`config.mk`:
```
export PLATFORM = sky130hd
export DESIGN_NAME = ddac_device_flat
export DESIGN_NICKNAME = d
export VERILOG_FILES = /design/src/design/ddac_pkg.sv /design/src/design/ddac_link_if.sv /design/src/design/ddac_sync2.sv /design/src/design/ddac_device.sv /design/src/flat_wrapper.sv
export VERILOG_INCLUDE_DIRS = /design/src /design/src/design
export SDC_FILE = /design/constraint.sdc
export NUM_CORES = 1
export LEC_CHECK = 0
export ABC_AREA = 1
export ABC_CLOCK_PERIOD_IN_PS = 2500
export BUFFER_PORTS_ARGS = -buffer_cell sky130_fd_sc_hd__buf_4
export CAP_MARGIN = 20
export CORE_MARGIN = 2
export CORE_UTILIZATION = 61
export DETAILED_ROUTE_END_ITERATION = 10
export PLACE_DENSITY = 0.84
export SYNTH_ARGS = -nofsm -noshare
export SYNTH_HDL_FRONTEND = slang
export SYNTH_SLANG_ARGS = --single-unit
```
`constraint.sdc`:
```
create_clock -name clk -period 2.5 [get_ports clk]
set_input_delay 0.375 -clock clk [delete_from_list [all_inputs] [get_ports clk]]
set_output_delay 0.375 -clock clk [all_outputs]
set_load 0.005 [all_outputs]
```
`src/design/ddac_defines.svh`:
```
// Constants for the dual converter serial write link and its two ends
// Assumes inclusion by bare name from package and design files
`ifndef DDAC_DEFINES_SVH
`define DDAC_DEFINES_SVH
`define DDAC_WORD_BITS 16
`define DDAC_CODE_BITS 10
`define DDAC_CNT_BITS 5
`define DDAC_LAST_BIT 5'h10
`define DDAC_LEAD_HI 15
`define DDAC_LEAD_LO 14
`define DDAC_OP_HI 13
`define DDAC_OP_LO 12
`define DDAC_CODE_MSB 11
`define DDAC_CODE_LSB 2
`define DDAC_CLK_NS 100
`define DDAC_WAKE_NS 800
`define DDAC_WAKE_CYC ((`DDAC_WAKE_NS + `DDAC_CLK_NS - 1) / `DDAC_CLK_NS)
`define DDAC_SCLK_HALF 3'h2
`define DDAC_DATA_TICK 3'h1
`define DDAC_GAP_CYC 3'h2
`define DDAC_ADDR_CMD 2'h0
`define DDAC_ADDR_STAT 2'h1
`define DDAC_ADDR_OUTS 2'h2
`define DDAC_ADDR_TERM 2'h3
`endif

```
`src/design/ddac_pkg.sv`:
```
// Types shared by both ends of the dual converter serial link
// Assumes ddac_defines.svh on the include path
`include "ddac_defines.svh"
package ddac_pkg;
  typedef logic [`DDAC_CODE_BITS-1:0] ddac_code_t;
  typedef logic [`DDAC_WORD_BITS-1:0] ddac_word_t;
  // Operation field encoding
  typedef enum logic [1:0] {
    DDAC_OP_LOAD = 2'h0,
    DDAC_OP_LOAD_UPD = 2'h1,
    DDAC_OP_BOTH_UPD = 2'h2,
    DDAC_OP_PWRDN = 2'h3
  } ddac_op_e;
  // Output termination while powered down
  typedef enum logic [1:0] {
    DDAC_TERM_HIZ = 2'h0,
    DDAC_TERM_2K5 = 2'h1,
    DDAC_TERM_100K = 2'h2
  } ddac_term_e;
endpackage

```
`src/design/ddac_link_if.sv`:
```
// Three-wire write-only link between host controller and converter
// Assumes both ends run on the same clk
`timescale 1ns/1ps
interface ddac_link_if;
  logic frame_n;
  logic sclk;
  logic sdata;
  modport host (output frame_n, output sclk, output sdata);
  modport device (input frame_n, input sclk, input sdata);
endinterface

```
`src/design/ddac_sync2.sv`:
```
// Two-stage synchroniser for asynchronous link pins
// Assumes a single clock domain on the reading side
`timescale 1ns/1ps
module ddac_sync2 (
  input wire logic clk,
  input wire logic resetn,
  input wire logic async_in,
  output logic sync_out
);
  logic meta;
  // First stage is read only by the second
  always_ff @(posedge clk) begin
    if (!resetn) begin
      meta <= 1'b0;
      sync_out <= 1'b0;
    end else begin
      meta <= async_in;
      sync_out <= meta;
    end
  end
endmodule

```
`src/design/ddac_device.sv`:
```
// Converter end: serial word capture, register control, power-down state
// Assumes link pins come from another party; frame_n resets high on the link
//
// Overview of operation
// - Low frame select shifts data on falling edges
// - Host never drops select on falling clock
// - Sixteenth edge executes the captured command
// - Extra clocks ignored until frame ends
// - Host raises select minimum time between frames
// - Host parks clock and data low
// - Early select rise discards partial frame
// - First bit zero, second selects channel
// - Two operation bits pick one of four
// - Codes straight binary, msb first, 0..1023
// - Power-up clears registers, outputs at zero
// - Operation 11 powers down both channels
// - Leading bits select output termination
// - Power-down keeps both channel registers
// - Outputs wake within typical wake time
// - Host stops clock during power-down
// - Host serial clock at most 40 MHz
//
// The placing of the registers and the plain strobed port were decided locally.
`timescale 1ns/1ps
module ddac_device (
  input wire logic clk,
  input wire logic resetn,
  ddac_link_if.device link,
  output ddac_pkg::ddac_code_t channel_a_output,
  output ddac_pkg::ddac_code_t channel_b_output,
  output ddac_pkg::ddac_code_t pending_a,
  output ddac_pkg::ddac_code_t pending_b,
  output logic powered_down,
  output ddac_pkg::ddac_term_e termination,
  output logic outputs_live,
  output logic word_done
);
  import ddac_pkg::*;

  // ==========================================================
  // Pin synchronisers
  logic frame_n_s;
  logic frame_sel_s;
  logic sclk_s;
  logic sdata_s;
  // Select is synchronised inverted so reset leaves the frame closed
  ddac_sync2 u_sync_frame (.clk(clk), .resetn(resetn), .async_in(~link.frame_n),
    .sync_out(frame_sel_s));
  assign frame_n_s = ~frame_sel_s;
  ddac_sync2 u_sync_sclk (.clk(clk), .resetn(resetn), .async_in(link.sclk),
    .sync_out(sclk_s));
  ddac_sync2 u_sync_data (.clk(clk), .resetn(resetn), .async_in(link.sdata),
    .sync_out(sdata_s));

  // ==========================================================
  // Edge detection
  logic sclk_d;
  logic sclk_fall;
  logic frame_open;
  always_ff @(posedge clk) begin
    if (!resetn) begin
      sclk_d <= 1'b0;
    end else begin
      sclk_d <= sclk_s;
    end
  end
  assign sclk_fall = sclk_d & ~sclk_s;
  // Falling edges count only while select is low
  assign frame_open = ~frame_n_s;

  // ==========================================================
  // Shift register and bit counter
  ddac_word_t shift;
  logic [`DDAC_CNT_BITS-1:0] bit_cnt;
  logic take_bit;
  logic word_end;
  ddac_word_t word_now;
  // Counter saturates at sixteen so later clocks fall through
  assign take_bit = frame_open & sclk_fall & (bit_cnt != `DDAC_LAST_BIT);
  assign word_now = {shift[`DDAC_WORD_BITS-2:0], sdata_s}; // Msb first
  assign word_end = take_bit & (bit_cnt == `DDAC_LAST_BIT - 5'h1);

  always_ff @(posedge clk) begin
    if (!resetn) begin
      shift <= '0;
    end else if (take_bit) begin
      shift <= word_now;
    end
  end

  // Select high clears the count, dropping any partial word
  always_ff @(posedge clk) begin
    if (!resetn) begin
      bit_cnt <= '0;
    end else if (frame_n_s) begin
      bit_cnt <= '0;
    end else if (take_bit) begin
      bit_cnt <= bit_cnt + 5'h1;
    end
  end

  // ==========================================================
  // Command decode
  ddac_op_e op;
  logic chan_b;
  ddac_code_t code;
  logic [1:0] lead;
  assign op = ddac_op_e'(word_now[`DDAC_OP_HI:`DDAC_OP_LO]);
  assign chan_b = word_now[`DDAC_LEAD_LO];
  assign lead = word_now[`DDAC_LEAD_HI:`DDAC_LEAD_LO];
  assign code = word_now[`DDAC_CODE_MSB:`DDAC_CODE_LSB];

  // Pending registers, untouched by power-down
  always_ff @(posedge clk) begin
    if (!resetn) begin
      pending_a <= '0;
      pending_b <= '0;
    end else if (word_end) begin
      unique case (op)
        DDAC_OP_LOAD, DDAC_OP_LOAD_UPD: begin
          if (chan_b) begin
            pending_b <= code;
          end else begin
            pending_a <= code;
          end
        end
        DDAC_OP_BOTH_UPD: begin
          pending_a <= code;
          pending_b <= code;
        end
        DDAC_OP_PWRDN: begin
          pending_a <= pending_a;
        end
      endcase
    end
  end

  // Output registers copy pending values on update operations
  always_ff @(posedge clk) begin
    if (!resetn) begin
      channel_a_output <= '0;
      channel_b_output <= '0;
    end else if (word_end) begin
      unique case (op)
        DDAC_OP_LOAD_UPD: begin
          channel_a_output <= chan_b ? pending_a : code;
          channel_b_output <= chan_b ? code : pending_b;
        end
        DDAC_OP_BOTH_UPD: begin
          channel_a_output <= code;
          channel_b_output <= code;
        end
        DDAC_OP_LOAD, DDAC_OP_PWRDN: begin
          channel_a_output <= channel_a_output;
        end
      endcase
    end
  end

  // ==========================================================
  // Power-down state and termination
  always_ff @(posedge clk) begin
    if (!resetn) begin
      powered_down <= 1'b0;
      termination <= DDAC_TERM_HIZ;
    end else if (word_end) begin
      if (op == DDAC_OP_PWRDN) begin
        powered_down <= 1'b1;
        unique case (lead)
          2'h1: termination <= DDAC_TERM_2K5;
          2'h2: termination <= DDAC_TERM_100K;
          2'h0, 2'h3: termination <= DDAC_TERM_HIZ;
        endcase
      end else begin
        powered_down <= 1'b0;
      end
    end
  end

  // ==========================================================
  // Wake timer: outputs live after the wake time following exit
  logic [3:0] wake_cnt;
  always_ff @(posedge clk) begin
    if (!resetn) begin
      wake_cnt <= '0;
      outputs_live <= 1'b1; // Live at zero code after power-up
    end else if (word_end && op == DDAC_OP_PWRDN) begin
      wake_cnt <= '0;
      outputs_live <= 1'b0;
    end else if (word_end && powered_down) begin
      wake_cnt <= 4'(`DDAC_WAKE_CYC);
      outputs_live <= 1'b0;
    end else if (wake_cnt != 4'h0) begin
      wake_cnt <= wake_cnt - 4'h1;
      outputs_live <= (wake_cnt == 4'h1);
    end
  end

  // Pulse marking each executed word
  always_ff @(posedge clk) begin
    if (!resetn) begin
      word_done <= 1'b0;
    end else begin
      word_done <= word_end;
    end
  end
endmodule

```
`src/flat_wrapper.sv`:
```
// flat-port wrapper written by rule: the top's interface ports become plain ports
module ddac_device_flat import ddac_pkg::*;
  (clk, resetn, channel_a_output, channel_b_output, pending_a, pending_b, powered_down, termination, outputs_live, word_done, link_frame_n, link_sclk, link_sdata);
  ddac_link_if link_i ();
  input wire logic clk;
  input wire logic resetn;
  output ddac_pkg::ddac_code_t channel_a_output;
  output ddac_pkg::ddac_code_t channel_b_output;
  output ddac_pkg::ddac_code_t pending_a;
  output ddac_pkg::ddac_code_t pending_b;
  output logic powered_down;
  output ddac_pkg::ddac_term_e termination;
  output logic outputs_live;
  output logic word_done;
  input wire logic [$bits(link_i.frame_n)-1:0] link_frame_n;
  input wire logic [$bits(link_i.sclk)-1:0] link_sclk;
  input wire logic [$bits(link_i.sdata)-1:0] link_sdata;
  assign link_i.frame_n = link_frame_n;
  assign link_i.sclk = link_sclk;
  assign link_i.sdata = link_sdata;
  ddac_device u_core (.clk(clk), .resetn(resetn), .link(link_i), .channel_a_output(channel_a_output), .channel_b_output(channel_b_output), .pending_a(pending_a), .pending_b(pending_b), .powered_down(powered_down), .termination(termination), .outputs_live(outputs_live), .word_done(word_done));
endmodule
```
* Word level (Yosys, flattened, before mapping) *
Cells that the tools add are included.

storage, ports and cells
  logic and storage cells = 72
  input bits = 5
  output and inout bits = 45
  register bits after elaboration = 76

operators by class
  reduce and logical (&&, ||, !) cells = 20
  equality and inequality tests = 9
  muxes and demuxes = 13
  $add $sub $neg = 2
  bitwise gates (word level) = 9

operators with widths
  cell                                                                   count
  10-bit one-hot mux with 2 select lines                                 4
  10-bit 2-to-1 mux                                                      2
  2-bit AND reduction                                                    6
  2-bit equality test, second input constant                             4
  4-bit 2-to-1 mux                                                       2
  2-bit OR reduction                                                     4
  2-bit one-hot mux with 3 select lines                                  1
  2-bit nonzero test                                                     3
  5-bit by 1-bit adder with 5-bit output, second input constant          1
  5-bit by 4-bit equality test with 1-bit output, second input constant  1
  5-bit inequality test, second input constant                           1
  1-bit NOT                                                              5
  1-bit AND                                                              4
  2-bit by 1-bit equality test with 1-bit output, second input constant  2
  4-bit by 1-bit equality test with 1-bit output, second input constant  1
  2-bit logical NOT                                                      2
  1-bit 2-to-1 mux                                                       4
  4-bit nonzero test                                                     1
  4-bit by 1-bit subtractor with 4-bit output, second input constant     1
  3-bit nonzero test                                                     1
  3-bit OR reduction                                                     1
  1-bit logical AND                                                      2

* Logic depth before layout (Yosys ltp) *
  depth in word-level cells = 8
  depth in mapped cells = 10
  depth with buffers taken out = 9

* Modules after synthesis *
Synthesis repeated with hierarchy kept, for this count alone.

unflattened totals
  cells, all modules = 451
  area, all modules = 3219.3 um^2

by module, submodules not included
  module       area an instance (um^2)  instances  cells each  seq. area each (um^2)
  ddac_device  3054.2                   1          433         1401.3
  ddac_sync2   55.1                     3          6           40.0

* Worst setup path before layout *
Ideal clock, no wire load.

  path type = register to register
  start = reg u_core.bit_cnt[0]
  end = reg u_core.channel_a_output[0]
  arrival time = 1.565 ns
  stages on the path, launching flop included = 10
  path buffers = 2
  path slack = 0.822 ns
  library setup time = 0.113 ns
  data required time = 2.387 ns
  clock period less this slack = 1.678 ns
  cells stage by stage = dfxtp_1 ha_1 inv_1 nor3_1 ha_1 clkbuf_1 buf_1 nand4_1 nand2_1 nor2_1

between the ends
  cells in the longest elaborated chain, start to end = 4
  elaborated cells between the ends (all ways) = 5
  those cells by class = 2 x eq/ne; 2 x bitwise; 1 x reduce/logical

ends and longest elaborated chain
  what                             RTL line            text
  start: declaration               ddac_device.sv:74   logic [`DDAC_CNT_BITS-1:0] bit_cnt;
  start signal: assignment         ddac_device.sv:98   bit_cnt <= bit_cnt + 5'h1;
  5-bit inequality test (no line)  n/a
  1-bit AND                        ddac_device.sv:79   assign take_bit = frame_open & sclk_fall & (bit_cnt != `DDAC_LAST_BIT);
  1-bit AND *                      ddac_device.sv:81   assign word_end = take_bit & (bit_cnt == `DDAC_LAST_BIT - 5'h1);
  2-bit AND reduction (no line) *  n/a
  end signal: assignment           ddac_device.sv:146  channel_a_output <= chan_b ? pending_a : code;
  end signal: assignment           ddac_device.sv:150  channel_a_output <= code;
  end signal: assignment           ddac_device.sv:154  channel_a_output <= channel_a_output;
  end: declaration                 ddac_device.sv:29   output ddac_pkg::ddac_code_t channel_a_output,

Mark *: on every way between the ends. The rest lies on a longest branch, timed or not.
A chain may end at the register's enable or synchronous reset.

* Final worst setup path *
  start = reg u_core.bit_cnt[1]
  end = reg u_core.wake_cnt[2]

between the ends
  cells in the longest elaborated chain, start to end = 5
  elaborated cells between the ends (all ways) = 7
  those cells by class = 2 x eq/ne; 2 x bitwise; 3 x reduce/logical

ends and longest elaborated chain
  what                                         RTL line                                text
  5-bit inequality test (no line)              n/a
  1-bit AND                                    ddac_device.sv:79
  1-bit AND *                                  ddac_device.sv:81
  1-bit logical AND, on equally long branches  ddac_device.sv:190, ddac_device.sv:187
  3-bit OR reduction (no line) *               n/a
  end signal: assignment                       ddac_device.sv:191                      wake_cnt <= 4'(`DDAC_WAKE_CYC);
  end signal: assignment                       ddac_device.sv:194                      wake_cnt <= wake_cnt - 4'h1;
  end: declaration                             ddac_device.sv:182                      logic [3:0] wake_cnt;

Marked as above.

==> summary.md <==
| Metric | Value |
|---|---|
| Status | `completed` |
| Critical Path RT | `2750 ps` |
| Worst vdd ir | `0.000434 V` |
| Synth-to-Final Area Change | `16.0%` |
| Clock buffer depth | `2` |
| Count leader, synth | `nand2_1` |
| Port Buffer Count | `49` |
| Total number of vias | `3203` |
| Vias in the first global route | `2855` |
| CP max stage cell | `dfxtp_1` |
| Setup crit start kind | `flip-flop` |
| Synth top area cells | `dfxtp_1, nand2_1, nor2_1, nand4_1, inv_1` |
| Top cell type's share of synthesized area | `43.5%` |
| Top cells by count, synth | `nand2_1, nor2_1, dfxtp_1` |
| RSZ-0062 raised after global routing | `false` |
| Area leader, netlist | `dfxtp_1` |
| Netlist cell types | `27` |
| Initial antenna violation count | `0` |
| LEAKAGE | `1.83 nW` |
| CTS Hold Bufs | `0` |
| Fin Clk Skew | `8.19 ps` |
| Fillers | `445` |
| Clock Latency Late Sink | `360 ps` |
| Clock tree from TritonCTS | `built` |
| Die area | `6350 µm²` |
| Final-report max-slew violation count | `0` |
| Critical path endpoint category | `flip-flop` |
| Share of layout cells above drive strength 1 | `15.0%` |
| Residual DRC | `0` |
| Tightest Pin Transition | `649 ps` |
| Final Hold Fails | `0` |
| CP peak stage delay | `360 ps` |
| Seq cells post-synth | `76` |
| Diodes inserted | `0` |
| Total gr overflow | `0` |
| RePlAce Congestion | `0.893` |
| Clock Sinks | `76` |
| GRT Util Overall | `25.6%` |
| Row count | `27` |
| Final Total Pwr | `0.00244 W` |
| Total power per unit cell area | `602 nW/µm²` |
| Syn_nets | `507` |
| Syn avg cell area | `7.08 µm²` |
| Clock slew seen by the registers of the worst setup and hold paths | `70 ps` |
| Max-cap violations | `0` |
| Post-DRT Antenna Nets | `0` |
| Final setup TNS | `0 ps` |
| Async set or reset register ratio after synthesis | `0%` |
| Critical-path maximum fanout | `23` |
| Reg area | `1520 µm²` |
| Width of the die | `79.7 µm` |
| Crit-path most repeated cell | `ha_1` |
| Critical path, cell by cell | `ha_1, inv_1, nor3_1, ha_1, buf_4, nand4_1, nand3_1, nor2_1` |
| Post-synthesis sequential area ratio | `43.5%` |
| Post-Syn Area | `3500 µm²` |
| Per-cell routed wire length | `12.4 µm` |
| H-tree depth | `3` |
| TritonRoute pass-1 iters | `5` |
| Initial Util | `63.5%` |
| CP arrival | `2230 ps` |
| Final nets | `540` |
| Final WL | `7510 µm` |
| Largest net degree at the start of global routing | `69` |
| EDFF count, synth | `0` |
| Core footprint | `5510 µm²` |
| Top FF cell, synth | `dfxtp_1` |
| Crit path kind | `reg -> reg` |
| Cells after Synth | `494` |
| Number of top-level pins | `50` |
| Multi-input gate area | `1600 µm²` |
| Worst slew margin | `56.7%` |
| Final period util | `79.1%` |
| Die Height | `79.7 µm` |
| Critical path's top delay family | `simple AND/OR/NAND/NOR gates` |
| Setup violators final | `0` |
| Yosys warning total | `0` |
| CTS Root Cell | `clkbuf_8` |
| Worst hold path class | `in -> reg` |
| Buf+Inv Stages, Crit Path | `2` |
| Iter 0 DRT Violations | `290` |
| Setup bufs post-CTS | `0` |
| Period minus WS final | `1980 ps` |
| HPWL Detailed | `4990 µm` |
| Post-cts resize count | `0` |
| Inserted Clock Buffers | `9` |
| Avg Vias per Cell | `5.30` |
| Fmax | `506 MHz` |
| First-pass GRT wire length | `12700 µm` |
kinds of logic after synthesis:
kind of cell | count (synthesis) | share of synthesized area [%]
AND/OR/NAND/NOR | 284 | 36.7
buffers and inverters | 83 | 10.6
flip-flops | 76 | 43.5
AO/OA/AOI/OAI | 42 | 6.08
adder cells (fa/ha/maj) | 8 | 2.86
XOR/XNOR | 1 | 0.251
path summary, 6_finish.rpt:
kind | cells past startpoint | from | slack [ps] | end
worst max-delay path | 8 | u_core.bit_cnt[1] | 520 | u_core.wake_cnt[2]
worst min-delay path | 2 | link_frame_n | 170 | u_core.u_sync_frame.meta
worst max register to register | 8 | u_core.bit_cnt[1] | 520 | u_core.wake_cnt[2]
worst min register to register | 2 | u_core.u_sync_data.meta | 410 | u_core.u_sync_data.sync_out
metrics by stage:
| step | instance area, µm² | util, % | instances | hold slack, ps | worst slack [ps] |
|---|---|---|---|---|---|
| 6_report | 4060 | 73.6 | 604 | 171 | 523 |
| 2_1_floorplan | 3500 | - | 494 | 390 | 822 |
| 3_5_place_dp | 3800 | 69.1 | 588 | 396 | 543 |
| 5_1_grt | 4060 | 73.6 | 604 | 169 | 350 |
| 3_3_place_gp | 3800 | 69.1 | 588 | 393 | 642 |
| 4_1_cts | 4060 | 73.6 | 604 | 163 | 529 |
cell usage in the layout, fill, tap and decap left out, drive strengths merged, types with 10 or more instances in the layout:
master / netlist / final
a21oi: 19 / 19
buf: 20 / 52
clkbuf: 10 / 12
dfxtp: 76 / 76
inv: 53 / 53
nand2: 116 / 116
nand3b: 10 / 10
nand4: 43 / 43
nor2: 105 / 105
o21ai: 22 / 22
power breakdown:
part           internal (W)  switching, W
Combinational     0.0000203     0.0000434
Clock              0.000716      0.000440
Sequential          0.00122    0.00000277
Total               0.00195      0.000486
state kept, by name (all words and copies together), names as in the netlist, 2 cells and up:
| register | cells |
|---|---|
| u_core.shift | 15 |
| u_core.pending_b | 10 |
| u_core.bit_cnt | 5 |
| u_core.wake_cnt | 4 |
| u_core.channel_a_output | 10 |
| u_core.termination | 2 |
| u_core.channel_b_output | 10 |
| u_core.pending_a | 10 |
area by class of cell:
class / instances / share of cell area, %
clock buffer: 12 / 3.83
clock inverter: 4 / 2.34
inverter: 53 / 4.91
multi-input combinational: 335 / 39.6
sequential: 76 / 37.5
tap: 72 / 2.22
timing repair buffer: 52 / 9.63
metal layers:
layer  global-route usage [%]  wire (µm)  part of all wire [%]  up-vias
met3                     8.94        572                   7.6       20
met5                        0          0                     0        -
met1                     32.7       3360                    45     1418
met2                     38.9       3380                    45      128
li1                         -          -                     -     1637
met4                     11.2        195                   2.6        0
Note: power is estimated with default switching activity, not from simulation.
